--- src/inc/smr_cfg.svh ---
`ifndef SMR_CFG_SVH
`define SMR_CFG_SVH

// ---------------------------------------------------------------
// Converter geometry and timing
// ---------------------------------------------------------------
`define SMR_RAW_W      10
`define SMR_CLK_NS     50
`define SMR_SAMPLE_NS  1000
`define SMR_SAMPLE_CYC ((`SMR_SAMPLE_NS + `SMR_CLK_NS - 1) / `SMR_CLK_NS)
`define SMR_BIT_CYC    5

// ---------------------------------------------------------------
// Channel indices and analog mux codes
// ---------------------------------------------------------------
`define SMR_CH_PRESS   2'h0
`define SMR_CH_TEMP    2'h1
`define SMR_CH_BGAP    2'h2
`define SMR_CH_ACCEL   2'h3
`define SMR_MUX_PRESS  5'h00
`define SMR_MUX_TEMP   5'h01
`define SMR_MUX_BGAP   5'h02
`define SMR_MUX_ACCEL  5'h05

// ---------------------------------------------------------------
// Scaling and clamp limits
// ---------------------------------------------------------------
`define SMR_POFS_450   11'h040
`define SMR_POFS_800   11'h030
`define SMR_POFS_1500  11'h020
`define SMR_P_LOW      9'h001
`define SMR_P_HIGH     9'h1ff
`define SMR_TOFS       11'h020
`define SMR_T_MIN      11'h00f
`define SMR_T_MAX      11'h0b4
`define SMR_VOFS       11'h12c
`define SMR_V_MIN      11'h058
`define SMR_V_MAX      11'h0ee
`define SMR_FAULT_LO8  8'h00
`define SMR_FAULT_HI8  8'hff
`define SMR_P_RESET    9'h000

`endif

--- src/inc/smr_pkg.sv ---
package smr_pkg;
  // Converter sequencer states.
  typedef enum logic [1:0] {SAR_IDLE, SAR_SAMPLE, SAR_BIT} smr_sar_state_t;
  // Calibrated pressure range choices.
  typedef enum logic [1:0] {RNG_450, RNG_800, RNG_1500} smr_range_t;
endpackage

--- src/inc/smr_conv_if.sv ---
// Carrier between the readout control and the converter core.
interface smr_conv_if;
  logic       start;
  logic       busy;
  logic       done;
  logic [9:0] result;
  modport ctrl (output start, input busy, input done, input result);
  modport conv (input start, output busy, output done, output result);
endinterface

--- src/core/smr_readout.sv ---
`include "smr_cfg.svh"

module smr_readout (
  input  wire logic  core_clk,
  input  wire logic  rst,
  input  wire logic  startReq,
  input  wire logic  [1:0] chanSel,
  input  wire logic  [1:0] rangeSel,
  input  wire logic  resultRead,
  input  wire logic  compIn,
  output logic [4:0] inputChannelSelect,
  output logic [9:0] dacCode,
  output logic       sampleHold,
  output logic       bandgapPwr,
  output logic       convBusy,
  output logic       convDone,
  output logic [1:0] convChan,
  output logic [9:0] rawResult,
  output logic [8:0] pressCode,
  output logic [7:0] tempCode,
  output logic [7:0] voltCode
);
  smr_conv_if cv ();

  logic        startAcc;
  logic [1:0]  chanReg;
  logic        doneReg, doneNext;
  logic [9:0]  rawReg;
  logic [8:0]  pressReg, pressNext;
  logic [7:0]  tempReg, tempNext;
  logic [7:0]  voltReg, voltNext;
  logic [10:0] pOfs;
  logic [10:0] pDiff;
  logic [10:0] pFull;
  logic        pLow, pHigh;
  logic [10:0] tFull;
  logic        tLow, tHigh;
  logic [10:0] vFull;
  logic        vLow, vHigh;
  logic        isPress, isTemp, isBgap;

  // ---------------------------------------------------------------
  // Decoding helpers
  // ---------------------------------------------------------------
  // Channel index to analog mux code; accel sits apart from the others.
  function automatic logic [4:0] muxCode(input logic [1:0] ch);
    case (ch)
      `SMR_CH_PRESS: muxCode = `SMR_MUX_PRESS;
      `SMR_CH_TEMP:  muxCode = `SMR_MUX_TEMP;
      `SMR_CH_BGAP:  muxCode = `SMR_MUX_BGAP;
      default:       muxCode = `SMR_MUX_ACCEL;
    endcase
  endfunction

  // Offset that places the calibrated range floor at code 1.
  function automatic logic [10:0] rangeOfs(input logic [1:0] rng);
    case (rng)
      smr_pkg::RNG_450: rangeOfs = `SMR_POFS_450;
      smr_pkg::RNG_800: rangeOfs = `SMR_POFS_800;
      default:          rangeOfs = `SMR_POFS_1500;
    endcase
  endfunction

  // ---------------------------------------------------------------
  // Converter core
  // ---------------------------------------------------------------
  smr_sar_conv u_conv (
    .core_clk   (core_clk),
    .rst        (rst),
    .cv         (cv.conv),
    .compIn     (compIn),
    .dacCode    (dacCode),
    .sampleHold (sampleHold)
  );

  // A request while busy is dropped; the requester must wait for done.
  assign startAcc = startReq && !cv.busy;
  assign cv.start = startAcc;

  // Channel routing and automatic bandgap power.
  assign inputChannelSelect = muxCode(chanReg);
  assign bandgapPwr         = cv.busy;
  assign convBusy           = cv.busy;

  // ---------------------------------------------------------------
  // Scaling of the fresh result
  // ---------------------------------------------------------------
  // Pressure: offset per calibrated range, then halve to nine bits.
  assign pOfs  = rangeOfs(rangeSel);
  // The halving copies the sign bit, so a reading under the offset
  // stays negative and is caught as below range.
  assign pDiff = {1'b0, cv.result} - pOfs;
  assign pFull = {pDiff[10], pDiff[10:1]};
  assign pLow  = pFull[10] || (pFull == 11'h000);
  assign pHigh = !pFull[10] && (pFull >= 11'(`SMR_P_HIGH));

  // Temperature: upper eight bits less an offset give Celsius plus 55.
  assign tFull = 11'({3'b000, cv.result[9:2]} - `SMR_TOFS);
  assign tLow  = tFull[10] || (tFull < `SMR_T_MIN);
  assign tHigh = !tFull[10] && (tFull > `SMR_T_MAX);

  // Voltage: a higher supply gives a smaller bandgap reading, so the
  // scaled reading is subtracted from a constant. This linear fit is
  // only good over the reportable window.
  assign vFull = 11'(`SMR_VOFS - {3'b000, cv.result[9:2]});
  assign vLow  = vFull[10] || (vFull < `SMR_V_MIN);
  assign vHigh = !vFull[10] && (vFull > `SMR_V_MAX);

  assign isPress = (chanReg == `SMR_CH_PRESS);
  assign isTemp  = (chanReg == `SMR_CH_TEMP);
  assign isBgap  = (chanReg == `SMR_CH_BGAP);

  // ---------------------------------------------------------------
  // Next values of the result registers
  // ---------------------------------------------------------------
  // Only the channel just converted updates its code; the others keep
  // their last value so the requester can read them at leisure.
  always_comb begin
    pressNext = pressReg;
    tempNext  = tempReg;
    voltNext  = voltReg;
    if (cv.done && isPress) begin
      if (pLow) begin
        pressNext = `SMR_P_LOW;
      end else if (pHigh) begin
        pressNext = `SMR_P_HIGH;
      end else begin
        pressNext = pFull[8:0];
      end
    end
    if (cv.done && isTemp) begin
      if (tLow) begin
        tempNext = `SMR_FAULT_LO8;
      end else if (tHigh) begin
        tempNext = `SMR_FAULT_HI8;
      end else begin
        tempNext = tFull[7:0];
      end
    end
    if (cv.done && isBgap) begin
      if (vLow) begin
        voltNext = `SMR_FAULT_LO8;
      end else if (vHigh) begin
        voltNext = `SMR_FAULT_HI8;
      end else begin
        voltNext = vFull[7:0];
      end
    end
  end

  // Completion flag: a finishing conversion wins over a same-cycle read.
  assign doneNext = cv.done || (doneReg && !resultRead && !startAcc);

  // ---------------------------------------------------------------
  // Registers
  // ---------------------------------------------------------------
  always_ff @(posedge core_clk or posedge rst) begin
    if (rst) begin
      chanReg  <= `SMR_CH_PRESS;
      doneReg  <= 1'b0;
      rawReg   <= 10'h000;
      pressReg <= `SMR_P_RESET;
      tempReg  <= `SMR_FAULT_LO8;
      voltReg  <= `SMR_FAULT_LO8;
    end else begin
      if (startAcc) chanReg <= chanSel;
      if (cv.done) rawReg <= cv.result;
      doneReg  <= doneNext;
      pressReg <= pressNext;
      tempReg  <= tempNext;
      voltReg  <= voltNext;
    end
  end

  assign convDone  = doneReg;
  assign convChan  = chanReg;
  assign rawResult = rawReg;
  assign pressCode = pressReg;
  assign tempCode  = tempReg;
  assign voltCode  = voltReg;
endmodule

--- src/core/smr_sar_conv.sv ---
`include "smr_cfg.svh"

module smr_sar_conv (
  input  wire logic  core_clk,
  input  wire logic  rst,
  smr_conv_if.conv   cv,
  input  wire logic  compIn,
  output logic [9:0] dacCode,
  output logic       sampleHold
);
  smr_pkg::smr_sar_state_t stateReg, stateNext;
  logic [5:0] cntReg, cntNext;
  logic [3:0] bitReg, bitNext;
  logic [9:0] trialReg, trialNext;
  logic       doneReg, doneNext;
  logic [9:0] resReg, resNext;
  logic       sync1Reg, sync2Reg, sync3Reg, compReg;
  logic       cntZero;
  logic [9:0] keptTrial;

  // ---------------------------------------------------------------
  // Comparator synchroniser
  // ---------------------------------------------------------------
  // The comparator is analog and asynchronous; a change is taken only
  // once the second and third stages agree, which filters metastability.
  always_ff @(posedge core_clk or posedge rst) begin
    if (rst) begin
      sync1Reg <= 1'b0;
      sync2Reg <= 1'b0;
      sync3Reg <= 1'b0;
      compReg  <= 1'b0;
    end else begin
      sync1Reg <= compIn;
      sync2Reg <= sync1Reg;
      sync3Reg <= sync2Reg;
      if (sync2Reg == sync3Reg) compReg <= sync3Reg;
    end
  end

  // ---------------------------------------------------------------
  // Successive approximation sequencer
  // ---------------------------------------------------------------
  assign cntZero   = (cntReg == 6'h00);
  assign keptTrial = compReg ? trialReg : (trialReg & ~(10'h001 << bitReg));

  // Each bit waits long enough for the DAC to settle and the filtered
  // comparator to follow; this costs speed but keeps every decision clean.
  always_comb begin
    stateNext = stateReg;
    cntNext   = cntZero ? cntReg : cntReg - 6'h01;
    bitNext   = bitReg;
    trialNext = trialReg;
    doneNext  = 1'b0;
    resNext   = resReg;
    case (stateReg)
      smr_pkg::SAR_IDLE: begin
        if (cv.start) begin
          stateNext = smr_pkg::SAR_SAMPLE;
          cntNext   = 6'(`SMR_SAMPLE_CYC - 1);
          trialNext = 10'h000;
        end
      end
      smr_pkg::SAR_SAMPLE: begin
        if (cntZero) begin
          stateNext = smr_pkg::SAR_BIT;
          bitNext   = 4'h9;
          trialNext = 10'h200;
          cntNext   = 6'(`SMR_BIT_CYC - 1);
        end
      end
      smr_pkg::SAR_BIT: begin
        if (cntZero) begin
          cntNext = 6'(`SMR_BIT_CYC - 1);
          if (bitReg == 4'h0) begin
            stateNext = smr_pkg::SAR_IDLE;
            resNext   = keptTrial;
            doneNext  = 1'b1;
            trialNext = keptTrial;
          end else begin
            bitNext   = bitReg - 4'h1;
            trialNext = keptTrial | (10'h001 << (bitReg - 4'h1));
          end
        end
      end
      default: stateNext = smr_pkg::SAR_IDLE;
    endcase
  end

  // State registers.
  always_ff @(posedge core_clk or posedge rst) begin
    if (rst) begin
      stateReg <= smr_pkg::SAR_IDLE;
      cntReg   <= 6'h00;
      bitReg   <= 4'h0;
      trialReg <= 10'h000;
      doneReg  <= 1'b0;
      resReg   <= 10'h000;
    end else begin
      stateReg <= stateNext;
      cntReg   <= cntNext;
      bitReg   <= bitNext;
      trialReg <= trialNext;
      doneReg  <= doneNext;
      resReg   <= resNext;
    end
  end

  assign cv.busy    = (stateReg != smr_pkg::SAR_IDLE);
  assign cv.done    = doneReg;
  assign cv.result  = resReg;
  assign dacCode    = trialReg;
  assign sampleHold = (stateReg == smr_pkg::SAR_SAMPLE);
endmodule

--- config.mk ---
export PLATFORM = sky130hd
export DESIGN_NAME = smr_readout
export DESIGN_NICKNAME = d
export VERILOG_FILES = /design/src/inc/smr_pkg.sv /design/src/inc/smr_conv_if.sv /design/src/core/smr_readout.sv /design/src/core/smr_sar_conv.sv
export VERILOG_INCLUDE_DIRS = /design/src /design/src/inc
export SDC_FILE = /design/constraint.sdc
export NUM_CORES = 1
export LEC_CHECK = 0
export BUFFER_PORTS_ARGS = -buffer_cell sky130_fd_sc_hd__buf_2
export CORE_ASPECT_RATIO = 1.5
export CORE_MARGIN = 2
export CORE_UTILIZATION = 45
export CTS_CLUSTER_DIAMETER = 200
export CTS_CLUSTER_SIZE = 20
export DETAILED_ROUTE_END_ITERATION = 10
export GPL_ROUTABILITY_DRIVEN = 0
export PLACE_DENSITY = 0.69
export SLEW_MARGIN = 0
export SYNTH_ARGS = -nofsm -noshare
export SYNTH_HDL_FRONTEND = slang
export SYNTH_SLANG_ARGS = --single-unit
--- constraint.sdc ---
create_clock -name core_clk -period 2.1 [get_ports core_clk]
set_input_delay 0.21 -clock core_clk [delete_from_list [all_inputs] [get_ports core_clk]]
set_output_delay 0.21 -clock core_clk [all_outputs]
set_load 0.02 [all_outputs]
## Yosys cells after proc, flatten, opt, wreduce, memory -nomap -nowiden

Index checks and enable logic that the tools add are counted.

- Register bits after elaboration: 75
- Input bits: 9
- Output and inout port bits: 56
- Logic and storage cells: 105

- Add/subtract/negate cells: 5
- Magnitude comparators: 5
- Eq/ne operators: 11
- Shift operators: 2
- Multiplexer cells: 30
- Bitwise gates (word level): 3
- Reduce and logical (&&, ||, !) cells: 33

Operator list:

| kind | count |
|---|---|
| $mux 10 | 5 |
| $mux 8 | 4 |
| $pmux 10 s3 | 1 |
| $gt 11x8->1 const B | 2 |
| $shl 1x4->10 const A | 2 |
| $mux 6 | 3 |
| $mux 9 | 2 |
| $pmux 7 s2 | 1 |
| $mux 4 | 3 |
| $pmux 6 s2 | 1 |
| $reduce_and 4->1 | 3 |
| $ge 11x9->1 const B | 1 |
| $logic_not 11->1 | 1 |
| $lt 11x4->1 const B | 1 |
| $lt 11x7->1 const B | 1 |
| $sub 10x11->11 | 1 |
| $and 10x10->10 | 1 |
| $not 10->10 | 1 |
| $or 10x10->10 | 1 |
| $sub 9x8->10 const A | 1 |
| $logic_and 1x1->1 | 9 |
| $pmux 3 s3 | 1 |
| $sub 8x6->9 const B | 1 |
| $mux 2 | 4 |
| other kinds (19) | 38 |

## Logic depth before layout (Yosys ltp)

- Depth after elaboration: 8
- Gate-level depth with buffers: 10
- Depth with buffers taken out: 9

## Cells and area by module

Synthesis repeated with hierarchy kept, for this count alone.

- Cells, all modules: 439
- Area total of the unflattened synthesis: 4391.7 um^2

Modules (own cells, without submodules):

| module | times used | cells each | area each (um^2) | seq. area each (um^2) |
|---|---|---|---|---|
| smr_readout | 1 | 229 | 2269.7 | 950.9 |
| smr_sar_conv | 1 | 210 | 2122.0 | 925.9 |

## Worst setup path before layout

No wires, ideal clock.

- Path type: reg-to-reg
- Start point: register u_conv.resReg[4], in the netlist u_conv.cv.result[4]
- End point: register pressReg[1], in the netlist pressCode[1]
- Arrival: 2191 ps
- Slack: -215 ps
- Cell stages (with the launch flop): 11
- Path buffers: 1
- Period minus slack after synthesis: 2315 ps
- Cells stage by stage: dfrtp_1 > buf_1 > inv_1 > ha_1 > inv_1 > fa_1 > a21o_1 > nor2_1 > mux2i_1 > a2111oi_4 > a211o_1

- Cells in the longest elaborated chain, start to end: 5
- Elaborated cells on any way between the ends: 8

RTL lines:

| element | line | text |
|---|---|---|
| from (decl) | smr_sar_conv.sv:16 | `logic [9:0] resReg, resNext;` |
| from (signal assigned) | smr_sar_conv.sv:104 | `resReg <= resNext;` |
| $sub 10x11->11 (*) | smr_readout.sv:92 | `assign pDiff = {1'b0, cv.result} - pOfs;` |
| $ge 11x9->1 / $logic_not 1->1 (equally long branches) | smr_readout.sv:95 | `` assign pHigh = !pFull[10] && (pFull >= 11'(`SMR_P_HIGH)); `` |
| $logic_and 1x1->1 | smr_readout.sv:95 |  |
| $mux 9 | smr_readout.sv:125 | `end else if (pHigh) begin` |
| $mux 9 (*) | smr_readout.sv:123 | `if (pLow) begin` |
| to (signal assigned) | smr_readout.sv:162 | `` pressReg <= `SMR_P_RESET; `` |
| to (signal assigned) | smr_readout.sv:169 | `pressReg <= pressNext;` |
| to (decl) | smr_readout.sv:29 | `logic [8:0] pressReg, pressNext;` |

Every way passes the cells marked *; elsewhere a longest branch is shown, timed or not.
A chain may end at the register's enable or synchronous reset.

## Worst setup path after layout

Ends and elaborated chain as after synthesis.

==> out/qor.csv <==
metric,value,unit
status,"finished, violations left",
violations,negative setup slack,
syn2layout_area_growth,26.0,%
synth_common_cells,"dfrtp_1 (75), nand2_1 (66), o21ai_0 (40)",
dpl.cell_count,657,
htreeDepth,3,
crit_path_end_kind,flop,
port_buffers,62,
synth-simple-area-share,17.4,%
ir_drop,402,uV
grt_pass1_vias,3785,
clock-sinks,75,
clk_pin_slew,0.06,ns
setup_tns,-0.192,ns
p_seq_share,45.7,%
finalWorstPathRequiredPeriod,2.19,ns
antenna_found_initial,0,
route.vias.total,3843,
cts_tree,done,
insertion_delay,0.33,ns
synth_area_leaders,"dfrtp_1 (43%), ha_1 (6.3%), nand2_1 (5.7%), o21ai_0 (4.6%), mux2_2 (3.4%)",
placementRows,43,
yosysWarningCount,0,
num_antenna_cells,0,
synth_top_area_share,43.3,%
boundaryPins,65,
grt_max_degree,36,
fin_area,5460,um2
syn_area_per_cell,9.29,um2
drive_above_1_share,29.6,%
cp.required,2.37,ns
yosysSeqAreaShare,43.3,%
criticalPathCategory,flop to flop,
rr_worst_depth,8,
synthCells,467,
synth_edf_count,0,
die_h,124,um
dr.pass1.iters,5,
hold_viol,0,
netlist_area,4340,um2
synth_top_family_by_area,compound AO/OA/AOI/OAI gates,
p_clk_share,49.5,%
synthAdderAreaFrac,7.04,%
final_cells,680,
crit_arrival,2.46,ns
critPathLaunchType,flop,
comb_power_share,4.8,%
crit_start,u_conv.cv.result[4]$_DFFE_PP0P_,
fmax,457,MHz
p_switching,0.679,mW
place_ws,-0.153,ns
regToRegStartpoint,u_conv.cv.result[4]$_DFFE_PP0P_,
grt_pass1_wl,17700,um
leakagePower,2.76,nW
hpwl,8070,um
place_area,5010,um2
yosysMostFrequentCell,dfrtp_1,
r2r_slack,-0.09,ns
synth_mux_area_share,4.90,%
start_util,46.6,%
min_from,chanSel[0],
power.internal,2.55,mW
fin_ws,-0.0889,ns
drv_cap,0,
clock_skew,0.00510,ns
dieWidth,84.2,um
fin_crit_sh,104,%
swShare,21.1,%
vias_per_cell,5.65,
p_per_area,590,nW/um2
yosysTopAreaCell,dfrtp_1,
grt_usage,20.7,%
relSlewSlack,64.2,%
async_flop_share,100,%
drcViolationCount,0,
maxSlewViolCount,0,
worst_slew_pin_slew,0.536,ns
setup_viol,3,
path_max_fanout,3,
wirelength,10700,um
synthFlopType,dfrtp_1,
cts-root-buf,clkbuf_16,
power,3.22,mW
cts.path.max_buffers,2,
r2r-end,pressCode[1]$_DFFE_PP0P_,
synth_compound_area_share,19.5,%
crit_path_end,pressCode[1]$_DFFE_PP0P_,
hold_depth,2,
min_path_type,input port to flop,
wl_per_cell,15.8,um
fin_nets,597,
fp.dieArea,10500,um2
overflow,0,
yosysUniqueCellTypes,73,
ys_ff_latch,75,
cts-buffers-inserted,9,
core-area,9310,um2
synth-xor-area-share,2.22,%
ant_nets,0,
drt_iter0_markers,189,
grt_setup_unrepaired,true,
## repair_timing
item / 4_1_cts / 5_1_grt
hold buffers: 2 / 0
hold endpoints to repair: 22 / 0
gates resized for setup: 2 / 19
pin swaps: 4 / 6
setup buffers: 0 / 6
cloned: 0 / 1
endpoints found under the setup margin: 6 / 25
## layout by cell type (no fill, tap or decap), drive strengths merged, types with 3 or more instances in the layout
cell type and instances:
a211o 4, a211oi 3, a21oi 21, a221o 8, a22o 4, a31oi 8
and3 3, buf 110, clkbuf 9, clkinvlp 3, dfrtp 75, ha 22
inv 30, mux2 15, mux2i 4, nand2 66, nand2b 7, nand3 9
nand3b 4, nand4 4, nor2 36, nor2b 8, nor3 5, o21ai 44
o22ai 6, xnor2 7, xor2 4
## routing by layer
layer	vias to the layer above	part of all wire [%]	GRT usage, %
met5	-	0	0
met4	0	3.5	11.6
met3	31	4.1	3.72
met2	117	53	36.3
met1	1854	40	23.1
li1	1841	-	-
## cell type report
type	count	area (um2)
Fill cell	800	3840
Multi-Input combinational cell	335	2300
Sequential cell	75	1880
Timing Repair Buffer	112	716
Clock buffer	9	225
Tap cell	112	140
Inverter	32	129
Clock inverter	5	80.1
## worst max-delay path, cell delays in order (launching register included)
cell and delay, ns:
dfrtp_1 0.41, inv_4 0.07, ha_4 0.13, inv_2 0.04
fa_2 0.54, nand2_1 0.05, or4_4 0.49, a2111oi_4 0.25
a211o_1 0.15
## logic make-up after synthesis
kind of cell | Yosys count
buffers and inverters | 58
other | 1
AO/OA/AOI/OAI | 124
XOR/XNOR | 11
AND/OR/NAND/NOR | 155
multiplexers | 19
adder cells (fa/ha/maj) | 24
flip-flops | 75
## power groups by stage
stage | Sequential, mW | Combinational [mW] | Clock, mW
floorplan | 1.51 | 0.0845 | 0
detailed placement | 1.50 | 0.151 | 0
CTS | 1.47 | 0.155 | 1.62
global route | 1.48 | 0.174 | 1.70
finish | 1.48 | 0.155 | 1.59
global placement | 1.50 | 0.147 | 0
## registers in the layout, summed over array words and instances (netlist names), 4 cells and up
signal            count
u_conv.dacCode       10
tempCode              8
pressCode             9
voltCode              8
u_conv.cv.result     10
rawResult            10
u_conv.cntReg         6
u_conv.bitReg         4
## per-stage QoR
| stage | hold slack, ns | util [%] |
|---|---|---|
| finish | 0.125 | 58.7 |
| global route | 0.121 | 58.7 |
| CTS | 0.115 | 57.4 |
| detailed placement | 0.291 | 53.8 |
| global placement | 0.273 | 53.8 |
| floorplan | 0.241 | - |
## how the worst min path moves through the flow
stage                                      to  slack, ns
finish                convChan[0]$_DFFE_PP0P_       0.13
global placement     pressCode[3]$_DFFE_PP0P_       0.27
CTS                   convChan[0]$_DFFE_PP0P_       0.12
floorplan           u_conv.sync1Reg$_DFF_PP0_       0.24
detailed placement   pressCode[5]$_DFFE_PP0P_       0.29
global route          convChan[0]$_DFFE_PP0P_       0.12
(Power assumes the default switching activity.)
